`src/inc/mfp_regs.svh`:
```
// Register indices, field positions, reset values and function codes
// of the multifunction pin map. Assumes byte address = 4 x index.
`ifndef MFP_REGS_SVH
`define MFP_REGS_SVH

`define MFP_IDX_W          16
`define MFP_IDX_UPDATE     16'h000F
`define MFP_IDX_COMB_LO    16'h0100
`define MFP_IDX_COMB_HI    16'h0101
`define MFP_IDX_FUNC_FIRST 16'h0102
`define MFP_IDX_FUNC_LAST  16'h0108
`define MFP_IDX_PIN_STATE  16'h0110

`define MFP_UPDATE_BIT     0
`define MFP_FUNC_OE_BIT    7
`define MFP_CODE_MSB       6
`define MFP_STATE_CTL_LSB  16
`define MFP_STATE_LATCH    31

`define MFP_FUNC_RST       8'h00
`define MFP_COMB_RST       8'h00

`define MFP_CTL_NOOP       7'h00
`define MFP_CTL_UPDATE     7'h01
`define MFP_CTL_PWRDN      7'h02
`define MFP_CTL_WDOG_CLR   7'h03
`define MFP_CTL_SYNC_ALL   7'h04
`define MFP_CTL_CLR_ALL    7'h10
`define MFP_CTL_CLR_COMMON 7'h11
`define MFP_CTL_CLR_LOOP0  7'h12
`define MFP_CTL_CLR_LOOP1  7'h13

`define MFP_ST_ZERO        7'h00
`define MFP_ST_ONE         7'h01
`define MFP_ST_CORE_CLK    7'h02
`define MFP_ST_WDOG        7'h03
`define MFP_ST_CAL_BUSY    7'h04
`define MFP_ST_SYS_LOCK    7'h05
`define MFP_ST_SYS_STABLE  7'h06
`define MFP_ST_BOTH_LOCK   7'h07
`define MFP_ST_LOOP0_LOCK  7'h08
`define MFP_ST_LOOP1_LOCK  7'h09
`define MFP_ST_NV_SAVE     7'h0A
`define MFP_ST_NV_LOAD     7'h0B
`define MFP_ST_NV_FAULT    7'h0C
`define MFP_ST_TEMP        7'h0D
`define MFP_ST_IRQ_ALL     7'h10
`define MFP_ST_IRQ_COMMON  7'h11
`define MFP_ST_IRQ_LOOP0   7'h12
`define MFP_ST_IRQ_LOOP1   7'h13

`define MFP_MODE_AND       2'b00
`define MFP_MODE_NAND      2'b01
`define MFP_MODE_OR        2'b10
`define MFP_MODE_NOR       2'b11

`endif

```
`src/inc/mfp_pkg.sv`:
```
// Types shared by the multifunction pin map.
// Constants other than MFP_NUM_CTL live in mfp_regs.svh.
package mfp_pkg;
  typedef logic [6:0] mfp_code_t;
  typedef logic [1:0] mfp_mode_t;
  typedef logic [7:0] mfp_func_t;
  localparam int MFP_NUM_CTL = 8;
endpackage

```
`src/hw/mfp_pin_map.sv`:
```
// Multifunction pin map: per-pin function select, control combining,
// status drive, classic Wishbone slave with 32-bit data.
// Pin levels pass a two-stage synchroniser on sys_clk; wire level built outside.
//
// Overview of operation
// - Output enable clear makes pin a control
// - Low seven function bits select the function
// - Several control pins may share one function
// - Two-bit combining code per control pin
// - Same field selects driver mode for status
// - Code 00: true level into AND
// - Code 01: inverted level into AND
// - Code 10: true level into OR
// - Code 11: inverted level into OR
// - OR group first, then AND all terms
// - Single pin: 00/10 true, 01/11 inverted
// - Control 0x01 drives the update strobe
// - Control 0x10-0x13 clear interrupt event groups
// - Status 0x10-0x13 show interrupt group ORs
// - Status 0x04-0x06 show system clock flags
// - Status 0x07-0x09 show loop lock flags
// - Status 0x0A-0x0C show nonvolatile flags
// - Status 0x0D shows temperature alarm
// - Output enable set makes pin a status
// - New functions apply only after update
`timescale 1ns/1ps
`default_nettype none
`include "mfp_regs.svh"

module mfp_pin_map
  import mfp_pkg::*;
#(
  parameter int NUM_PINS = 7,
  parameter int ADR_W    = 18
) (
  input  wire logic                sys_clk,
  input  wire logic                rst_b,
  input  wire logic                clk_en,
  input  wire logic                wb_cyc_i,
  input  wire logic                wb_stb_i,
  input  wire logic                wb_we_i,
  input  wire logic [3:0]          wb_sel_i,
  input  wire logic [ADR_W-1:0]    wb_adr_i,
  input  wire logic [31:0]         wb_dat_i,
  output logic      [31:0]         wb_dat_o,
  output logic                     wb_ack_o,
  input  wire logic [NUM_PINS-1:0] pin_in,
  output logic      [NUM_PINS-1:0] pin_out,
  output logic      [NUM_PINS-1:0] pin_oe_b,
  input  wire logic                system_reference_clock_cal_busy,
  input  wire logic                system_reference_clock_locked,
  input  wire logic                system_reference_clock_stable,
  input  wire logic                loop0_locked,
  input  wire logic                loop1_locked,
  input  wire logic                nv_save_busy,
  input  wire logic                nv_load_busy,
  input  wire logic [1:0]          nv_fault,
  input  wire logic                temp_alarm,
  input  wire logic                wdog_timeout,
  input  wire logic                irq_any,
  input  wire logic                irq_common,
  input  wire logic                irq_loop0,
  input  wire logic                irq_loop1,
  output logic                     io_update_o,
  output logic                     power_down_o,
  output logic                     wdog_clear_o,
  output logic                     sync_all_o,
  output logic      [3:0]          irq_clear_o
);

  localparam int IW = `MFP_IDX_W;

  // Control functions in output order; NOOP has no slot
  localparam mfp_code_t CTL_CODES [MFP_NUM_CTL] = '{
    `MFP_CTL_UPDATE, `MFP_CTL_PWRDN, `MFP_CTL_WDOG_CLR,
    `MFP_CTL_SYNC_ALL, `MFP_CTL_CLR_ALL, `MFP_CTL_CLR_COMMON,
    `MFP_CTL_CLR_LOOP0, `MFP_CTL_CLR_LOOP1
  };

  logic [NUM_PINS-1:0][7:0] func_q;
  logic [NUM_PINS-1:0][7:0] func_act_q;
  logic [7:0]               comb_lo_q;
  logic [7:0]               comb_hi_q;
  logic [15:0]              comb_act_q;
  logic [NUM_PINS-1:0]      sync1_q;
  logic [NUM_PINS-1:0]      sync2_q;
  logic [MFP_NUM_CTL-1:0]   ctl_now;
  logic [MFP_NUM_CTL-1:0]   ctl_q;
  logic                     latch_q;
  logic                     upd_prev_q;
  logic                     core_div_q;
  logic                     sw_update;
  logic                     func_wr;
  logic                     bus_req;
  logic                     bus_wr;
  logic [IW-1:0]            idx;
  logic [31:0]              rd_d;
  logic [NUM_PINS-1:0]      func_sel;
  logic [NUM_PINS-1:0]      stat_lvl;

  // Two-bit mode of one pin from the packed mode field
  function automatic mfp_mode_t pin_mode(input logic [15:0] m,
                                         input int          p);
    pin_mode = m[2*p +: 2];
  endfunction

  // One-hot select of the pin function register an index hits
  function automatic logic [NUM_PINS-1:0] func_hit(input logic [IW-1:0] i);
    func_hit = '0;
    for (int p = 0; p < NUM_PINS; p++) begin
      func_hit[p] = (i == `MFP_IDX_FUNC_FIRST + IW'(p));
    end
  endfunction

  // Combine all control pins carrying one code
  function automatic logic comb_eval(
      input mfp_code_t                c,
      input logic [NUM_PINS-1:0]      lvl,
      input logic [15:0]              m,
      input logic [NUM_PINS-1:0][7:0] f);
    logic      any_and;
    logic      any_or;
    logic      and_v;
    logic      or_v;
    logic      term;
    mfp_mode_t md;
    any_and = 1'b0;
    any_or  = 1'b0;
    and_v   = 1'b1;
    or_v    = 1'b0;
    term    = 1'b0;
    md      = 2'b00;
    for (int p = 0; p < NUM_PINS; p++) begin
      md = pin_mode(m, p);
      if (!f[p][`MFP_FUNC_OE_BIT] &&
          f[p][`MFP_CODE_MSB:0] == c) begin
        term = lvl[p] ^ md[0];
        if (md[1]) begin
          any_or = 1'b1;
          or_v   = or_v | term;
        end else begin
          any_and = 1'b1;
          and_v   = and_v & term;
        end
      end
    end
    // OR group forms one term, then ANDed with the rest
    comb_eval = (any_and | any_or) & and_v &
                (any_or ? or_v : 1'b1);
  endfunction

  // Asserted level of a status code
  function automatic logic stat_sel(input mfp_code_t c,
                                    input logic      clk_div);
    case (c)
      `MFP_ST_ZERO:       stat_sel = 1'b0;
      `MFP_ST_ONE:        stat_sel = 1'b1;
      `MFP_ST_CORE_CLK:   stat_sel = clk_div;
      `MFP_ST_WDOG:       stat_sel = wdog_timeout;
      `MFP_ST_CAL_BUSY:   stat_sel = system_reference_clock_cal_busy;
      `MFP_ST_SYS_LOCK:   stat_sel = system_reference_clock_locked;
      `MFP_ST_SYS_STABLE: stat_sel = system_reference_clock_stable;
      `MFP_ST_BOTH_LOCK:  stat_sel = loop0_locked &
                                     loop1_locked;
      `MFP_ST_LOOP0_LOCK: stat_sel = loop0_locked;
      `MFP_ST_LOOP1_LOCK: stat_sel = loop1_locked;
      `MFP_ST_NV_SAVE:    stat_sel = nv_save_busy;
      `MFP_ST_NV_LOAD:    stat_sel = nv_load_busy;
      `MFP_ST_NV_FAULT:   stat_sel = |nv_fault;
      `MFP_ST_TEMP:       stat_sel = temp_alarm;
      `MFP_ST_IRQ_ALL:    stat_sel = irq_any;
      `MFP_ST_IRQ_COMMON: stat_sel = irq_common;
      `MFP_ST_IRQ_LOOP0:  stat_sel = irq_loop0;
      `MFP_ST_IRQ_LOOP1:  stat_sel = irq_loop1;
      default:            stat_sel = 1'b0;
    endcase
  endfunction

  // Bus decode
  assign bus_req = wb_cyc_i & wb_stb_i & ~wb_ack_o;
  assign bus_wr  = bus_req & wb_we_i & wb_sel_i[0];
  assign idx     = wb_adr_i[ADR_W-1:2];
  assign sw_update = bus_wr && idx == `MFP_IDX_UPDATE &&
                     wb_dat_i[`MFP_UPDATE_BIT];
  assign func_sel = func_hit(idx);
  assign func_wr = bus_wr && |func_sel;

  // Pin synchronisers
  always_ff @(posedge sys_clk or negedge rst_b) begin
    if (!rst_b) begin
      sync1_q <= '0;
      sync2_q <= '0;
    end else if (clk_en) begin
      sync1_q <= pin_in;
      sync2_q <= sync1_q;
    end
  end

  // Shadow registers written by software
  always_ff @(posedge sys_clk or negedge rst_b) begin
    if (!rst_b) begin
      comb_lo_q <= `MFP_COMB_RST;
      comb_hi_q <= `MFP_COMB_RST;
      for (int p = 0; p < NUM_PINS; p++) begin
        func_q[p] <= `MFP_FUNC_RST;
      end
    end else if (clk_en && bus_wr) begin
      if (idx == `MFP_IDX_COMB_LO) begin
        comb_lo_q <= wb_dat_i[7:0];
      end
      if (idx == `MFP_IDX_COMB_HI) begin
        comb_hi_q <= wb_dat_i[7:0];
      end
      for (int p = 0; p < NUM_PINS; p++) begin
        if (func_sel[p]) begin
          func_q[p] <= wb_dat_i[7:0];
        end
      end
    end
  end

  // Active configuration, loaded only by an update
  always_ff @(posedge sys_clk or negedge rst_b) begin
    if (!rst_b) begin
      comb_act_q <= {2{`MFP_COMB_RST}};
      for (int p = 0; p < NUM_PINS; p++) begin
        func_act_q[p] <= `MFP_FUNC_RST;
      end
    end else if (clk_en && io_update_o) begin
      comb_act_q <= {comb_hi_q, comb_lo_q};
      func_act_q <= func_q;
    end
  end

  // Latch controls after a function write until update
  always_ff @(posedge sys_clk or negedge rst_b) begin
    if (!rst_b) begin
      latch_q <= 1'b0;
    end else if (clk_en) begin
      if (func_wr) begin
        latch_q <= 1'b1;
      end else if (io_update_o) begin
        latch_q <= 1'b0;
      end
    end
  end

  // One combiner per control function
  genvar k;
  generate
    for (k = 0; k < MFP_NUM_CTL; k++) begin : g_ctl
      assign ctl_now[k] = comb_eval(CTL_CODES[k], sync2_q,
                                    comb_act_q, func_act_q);
    end
  endgenerate

  // Selected status level of every pin
  genvar s;
  generate
    for (s = 0; s < NUM_PINS; s++) begin : g_stat
      assign stat_lvl[s] = stat_sel(func_act_q[s][`MFP_CODE_MSB:0],
                                    core_div_q);
    end
  endgenerate

  // Control results, frozen while latched
  always_ff @(posedge sys_clk or negedge rst_b) begin
    if (!rst_b) begin
      ctl_q <= '0;
    end else if (clk_en && !latch_q) begin
      ctl_q <= ctl_now;
    end
  end

  // Control outputs
  always_ff @(posedge sys_clk or negedge rst_b) begin
    if (!rst_b) begin
      upd_prev_q   <= 1'b0;
      io_update_o  <= 1'b0;
      power_down_o <= 1'b0;
      wdog_clear_o <= 1'b0;
      sync_all_o   <= 1'b0;
      irq_clear_o  <= 4'h0;
    end else if (clk_en) begin
      upd_prev_q   <= ctl_q[0];
      // Pin update acts on its rising edge only
      io_update_o  <= sw_update |
                      (ctl_q[0] & ~upd_prev_q);
      power_down_o <= ctl_q[1];
      wdog_clear_o <= ctl_q[2];
      sync_all_o   <= ctl_q[3];
      irq_clear_o  <= ctl_q[7:4];
    end
  end

  // Half-rate copy of the core clock for status code 0x02
  always_ff @(posedge sys_clk or negedge rst_b) begin
    if (!rst_b) begin
      core_div_q <= 1'b0;
    end else if (clk_en) begin
      core_div_q <= ~core_div_q;
    end
  end

  // Status drivers
  always_ff @(posedge sys_clk or negedge rst_b) begin
    if (!rst_b) begin
      pin_out  <= '0;
      pin_oe_b <= '1;
    end else if (clk_en) begin
      for (int p = 0; p < NUM_PINS; p++) begin
        if (func_act_q[p][`MFP_FUNC_OE_BIT]) begin
          case (pin_mode(comb_act_q, p))
            `MFP_MODE_AND: begin
              pin_out[p]  <= stat_lvl[p];
              pin_oe_b[p] <= 1'b0;
            end
            `MFP_MODE_NAND: begin
              pin_out[p]  <= ~stat_lvl[p];
              pin_oe_b[p] <= 1'b0;
            end
            `MFP_MODE_OR: begin
              pin_out[p]  <= 1'b1;
              pin_oe_b[p] <= ~stat_lvl[p];
            end
            default: begin
              pin_out[p]  <= 1'b0;
              pin_oe_b[p] <= ~stat_lvl[p];
            end
          endcase
        end else begin
          pin_out[p]  <= 1'b0;
          pin_oe_b[p] <= 1'b1;
        end
      end
    end
  end

  // Read mux
  always_comb begin
    rd_d = 32'h0000_0000;
    if (idx == `MFP_IDX_COMB_LO) begin
      rd_d[7:0] = comb_lo_q;
    end else if (idx == `MFP_IDX_COMB_HI) begin
      rd_d[7:0] = comb_hi_q;
    end else if (idx == `MFP_IDX_PIN_STATE) begin
      rd_d[NUM_PINS-1:0] = sync2_q;
      rd_d[`MFP_STATE_CTL_LSB +: MFP_NUM_CTL] = ctl_q;
      rd_d[`MFP_STATE_LATCH] = latch_q;
    end
    for (int p = 0; p < NUM_PINS; p++) begin
      if (func_sel[p]) begin
        rd_d[7:0] = func_q[p];
      end
    end
  end

  // Wishbone answer one cycle after the request
  always_ff @(posedge sys_clk or negedge rst_b) begin
    if (!rst_b) begin
      wb_ack_o <= 1'b0;
      wb_dat_o <= 32'h0000_0000;
    end else if (clk_en) begin
      wb_ack_o <= bus_req;
      if (bus_req && !wb_we_i) begin
        wb_dat_o <= rd_d;
      end
    end
  end

endmodule // mfp_pin_map

`default_nettype wire

```
`config.mk`:
```
export PLATFORM = sky130hd
export DESIGN_NAME = mfp_pin_map
export DESIGN_NICKNAME = d
export VERILOG_FILES = /design/src/inc/mfp_pkg.sv /design/src/hw/mfp_pin_map.sv
export VERILOG_INCLUDE_DIRS = /design/src /design/src/inc
export SDC_FILE = /design/constraint.sdc
export NUM_CORES = 1
export LEC_CHECK = 0
export ABC_AREA = 1
export ABC_CLOCK_PERIOD_IN_PS = 1490
export BUFFER_PORTS_ARGS = -buffer_cell sky130_fd_sc_hd__buf_2
export CAP_MARGIN = 20
export CORE_MARGIN = 4
export CORE_UTILIZATION = 54
export CTS_CLUSTER_DIAMETER = 30
export DETAILED_ROUTE_END_ITERATION = 7
export PLACE_DENSITY = 0.74
export SYNTH_ARGS = -nofsm -noshare
export SYNTH_HDL_FRONTEND = slang
export SYNTH_SLANG_ARGS = --single-unit
```
`constraint.sdc`:
```
create_clock -name sys_clk -period 1.49 [get_ports sys_clk]
set_input_delay 0.0745 -clock sys_clk [delete_from_list [all_inputs] [get_ports sys_clk]]
set_output_delay 0.0745 -clock sys_clk [all_outputs]
set_load 0.005 [all_outputs]
```
==> results.cfg, run 1 <==
[cts]
htreeDepth = 2
cts_max_path_buffers = 3
cts_sinks = 207
cts_root_buf = clkbuf_16
cts_made_buffers = 43

[outcome]
status = aborted with a tool error
error_line = [ERROR GRT-0232] Routing congestion too high. Check the congestion heatmap in the GUI.
lastStage = global routing

[logic_synthesis]
synth.area.top_cells = dfrtp_1 (38%), nand2_1 (17%), nand3_1 (7.6%)
syn-mean-instance-area_sq_um = 6.739
synth_top_cell_by_area = dfrtp_1
synth.most_common_cell = nand2_1
synth_top_flop_cell = dfrtp_1
synth-seq-area-share = 0.3975
async_flop_share = 1.000
synth_cell_types = 47
synth_area_sq_um = 13050
synthCells = 1937
ys_warn_count = 0
synth_edf_count = 0
synth_commonest_cells = nand2_1 (578), nor2_1 (226), dfrtp_1 (200), nand3_1 (198), inv_1 (192)
netlist.area_leader.share = 0.3834
synth-seq-cells = 207

[global_route]
overflow = 138
track_usage = 0.7946
grt_max_degree = 69

[placed_design]
io_buffers = 92
hpwl_microns = 43030
place_congestion = 1.153

[floorplan]
die_y_microns = 163.5
start_util = 0.5528
io_pins = 137
die_x_microns = 163.5
rows = 56

[timing]
endpoint_type = sequential cell input
crit_endpoint = wb_dat_o[3]$_DFFE_PN0P_/D
-- layer usage --
metal	GRT overflow	global-route usage
met1	4	0.7813
met2	59	0.9340
met3	4	0.6775
met4	71	0.8075
met5	0	0.3636
-- cells by family after synthesis --
kind of cell / after synthesis / share of synthesized area
AND/OR/NAND/NOR: 1191 / 0.4063
other: 1 / 0.0002873
buffers and inverters: 292 / 0.09278
flip-flops: 207 / 0.3975
AO/OA/AOI/OAI: 238 / 0.09777
XOR/XNOR: 8 / 0.005368
-- repair_timing --
action	in CTS
gates resized for setup	310
gates cloned	3
setup endpoints to repair	111
hold buffers	10
pin swaps	78
hold endpoints to repair	211
setup buffers	27
-- through the flow --
step	area, sq um	worst slack [ns]	std cells
after floorplan	13140	-0.01037	1951
after global placement	16370	-0.3698	2629
after detailed placement	16370	-0.4176	2629
after CTS	19190	-0.3126	2743
==> run 2: changes to the inputs <==
--- a/config.mk
+++ b/config.mk
@@ -7,14 +7,13 @@
 export NUM_CORES = 1
 export LEC_CHECK = 0
 export ABC_AREA = 1
-export ABC_CLOCK_PERIOD_IN_PS = 1490
+export ABC_CLOCK_PERIOD_IN_PS = 1900
 export BUFFER_PORTS_ARGS = -buffer_cell sky130_fd_sc_hd__buf_2
 export CAP_MARGIN = 20
 export CORE_MARGIN = 4
-export CORE_UTILIZATION = 54
-export CTS_CLUSTER_DIAMETER = 30
+export CORE_UTILIZATION = 40
 export DETAILED_ROUTE_END_ITERATION = 7
-export PLACE_DENSITY = 0.74
+export PLACE_DENSITY_LB_ADDON = 0.15
 export SYNTH_ARGS = -nofsm -noshare
 export SYNTH_HDL_FRONTEND = slang
 export SYNTH_SLANG_ARGS = --single-unit
==> constraint.sdc (replaced) <==
create_clock -name sys_clk -period 1.9 [get_ports sys_clk]
set_input_delay 0.095 -clock sys_clk [delete_from_list [all_inputs] [get_ports sys_clk]]
set_output_delay 0.095 -clock sys_clk [all_outputs]
set_load 0.005 [all_outputs]
==> results.cfg, run 2 <==
[outcome]
status = finished with violations
failed_checks = negative setup slack

[finish]
nets = 2310
stdcell_count = 2683
antenna_cells = 0
largestRegisters = func_act_q (56), func_q (56), wb_dat_o (17)
syn_to_final_growth_pct = 31.20
final_core_util = 0.5372
final_common_cell = nand2_1
layout_common_cells = nand2_1 (561), buf_4 (202), dfrtp_1 (190)
layout-drive-gt1-share = 0.2509

[floorplan]
die_x_microns = 188.7
start_util = 0.4095
rows = 65
die_area_sq_um = 35590
io_pins = 137
die_y_microns = 188.7
coreArea_sq_um = 31880

[cts]
path_clk_slew_ns = 0.06
clock_latency_ns = 0.56
cts_tree = built
cts_max_path_buffers = 3
htreeDepth = 1
cts_made_buffers = 26
cts_sinks = 207
cts_root_buf = clkbuf_16

[power]
irDropWorstVdd_v = 0.0009203
p_leak_nw = 8.347
power_density_nw_per_um2 = 613.4
pwr-share-comb = 0.080
pwr-share-seq = 0.430
pwr-share-clk = 0.490
power.switching_mw = 2.674
p_int_mw = 7.832
switching_share = 0.2545

[placed_design]
hpwl_microns = 43570
io_buffers = 92
dp_cells = 2605
place_congestion = 1.044

[route]
wl_per_cell_microns = 21.22
num_vias = 14520
first_iter_violations = 1185
firstDrtPassIters = 6
viasPerCell = 5.413
ant_nets = 0
remaining_drc_errors = 0
wl_microns = 56940

[logic_synthesis]
synth_cell_types = 47
synth_area_sq_um = 13050
synth_commonest_cells = nand2_1 (578), nor2_1 (226), dfrtp_1 (200), nand3_1 (198), inv_1 (192)
ys_warn_count = 0
synth.area.top_cells = dfrtp_1 (38%), nand2_1 (17%), nand3_1 (7.6%)
synth-seq-cells = 207
synth-seq-area-share = 0.3975
synth_top_cell_by_area = dfrtp_1
synth.most_common_cell = nand2_1
synth_top_flop_cell = dfrtp_1
synthCells = 1937
synth_edf_count = 0
netlist.area_leader.share = 0.3834
async_flop_share = 1.000
syn-mean-instance-area_sq_um = 6.739

[worst_setup_path]
crit_type = register to register
cp-start-kind = register
worstPathRequired_ns = 2.33
endpoint_kind = register
worstPathArrival_ns = 2.34
worst-path-max-fanout = 3

[timing]
whs_ns = 0.02514
drv_slew = 0
setup_viol = 1
hold_violations = 0
fin_worst_skew_ns = 0.02955
min_period_over_period = 1.005
relSlewSlack = 0.5739
tightest_slew_ns = 0.6385
final.setup.worst_slack_ns = -0.009158
period_needed_ns = 1.909
rsz0062_at_grt = true
fmax_mhz = 523.8

[global_route]
grt_max_degree = 76
grt_pass1_wl_microns = 84990
overflow = 0
antenna_found_initial = 1
grt_pass1_vias = 14010
track_usage = 0.3113

[worst_hold_path]
holdCritPathClass = input port to asynchronous set/reset pin

[run]
max_cap_violations = 0
[run 2: cell counts after synthesis]
No cell type changed its count.
[run 2: worst paths after layout]
| kind | end | cells past startpoint | slack [ns] | startpoint |
|---|---|---|---|---|
| setup / recovery | ctl_q[6]$_DFFE_PN0P_ | 10 | -0.009 | func_act_q[29]$_DFFE_PN0P_ |
| hold / removal | sync1_q[3]$_DFFE_PN0P_ | 2 | 0.03 | rst_b |
| setup reg to reg | ctl_q[6]$_DFFE_PN0P_ | 10 | -0.009 | func_act_q[29]$_DFFE_PN0P_ |
| hold reg to reg | wdog_clear_o$_DFFE_PN0P_ | 2 | 0.47 | wdog_clear_o$_DFFE_PN0P_ |
| max in group asynchronous | pin_oe_b[3]$_DFFE_PN1P_ | 3 | 1.17 | rst_b |
| min in group sys_clk | comb_hi_q[1]$_DFFE_PN0P_ | 3 | 0.04 | wb_dat_i[1] |
[run 2: power groups by stage]
stage | Sequential [mW] | Clock, mW | Combinational (mW)
after global placement | 4.59 | 0 | 0.788
after global routing | 4.52 | 5.41 | 0.895
final | 4.51 | 5.15 | 0.846
after floorplan | 4.59 | 0 | 0.265
after detailed placement | 4.59 | 0 | 0.791
after CTS | 4.51 | 5.23 | 0.827
[run 2: cell families (layout without fill, tap and decap cells)]
family / count (synthesis) / count (layout) / synth area share
other: 1 / 15 / 0.0002873
buffers and inverters: 292 / 589 / 0.09278
AO/OA/AOI/OAI: 238 / 238 / 0.09777
XOR/XNOR: 8 / 8 / 0.005368
AND/OR/NAND/NOR: 1191 / 1191 / 0.4063
flip-flops: 207 / 207 / 0.3975
[run 2: final cells by class]
type	count	area, sq um
repair buffers	331	2450
fillers	3206	14750
inverters	210	790.8
multi-input cells	1452	7243
flip-flops and latches	207	5201
well taps	435	544.3
clock buffers	37	732.0
clock inverters	11	165.2
[run 2: per-layer routing]
| layer | track usage | vias up | wire length, microns |
|---|---|---|---|
| met5 | 0 | - | 0 |
| met4 | 0.1555 | 0 | 3514 |
| met3 | 0.04946 | 157 | 4262 |
| met2 | 0.4843 | 614 | 24890 |
| met1 | 0.4232 | 6866 | 24270 |
| li1 | - | 6885 | - |
[run 2: worst max-delay path: stages, from the launching register on]
cell and delay (ns):
dfrtp_2 0.43, nor3_4 0.33, nand2_2 0.12, nor3_2 0.17
buf_4 0.18, buf_6 0.10, nand2_2 0.05, o221ai_2 0.17
nor2_1 0.08, nand3_2 0.10, nand2_2 0.05
[run 2: stage by stage]
step / TNS, ns / setup slack [ns] / total power, mW / cell area, sq um
5_1_grt: -0.7278 / -0.1093 / 10.82 / 17130
4_1_cts: 0 / 0.0005107 / 10.57 / 16500
2_1_floorplan: 0 / 0.3558 / 4.856 / 13110
3_3_place_gp: -0.03437 / -0.02990 / 5.380 / 15370
6_report: -0.009158 / -0.009158 / 10.51 / 17130
3_5_place_dp: -0.1489 / -0.04957 / 5.382 / 15370
[run 2: repair_timing]
action	4_1_cts	5_1_grt
hold buffers	19	0
setup endpoints to repair	13	33
gates resized for setup	15	165
pin swaps	1	33
setup buffers	0	13
hold endpoints to repair	213	0
Power figures use the tool's default switching activity.
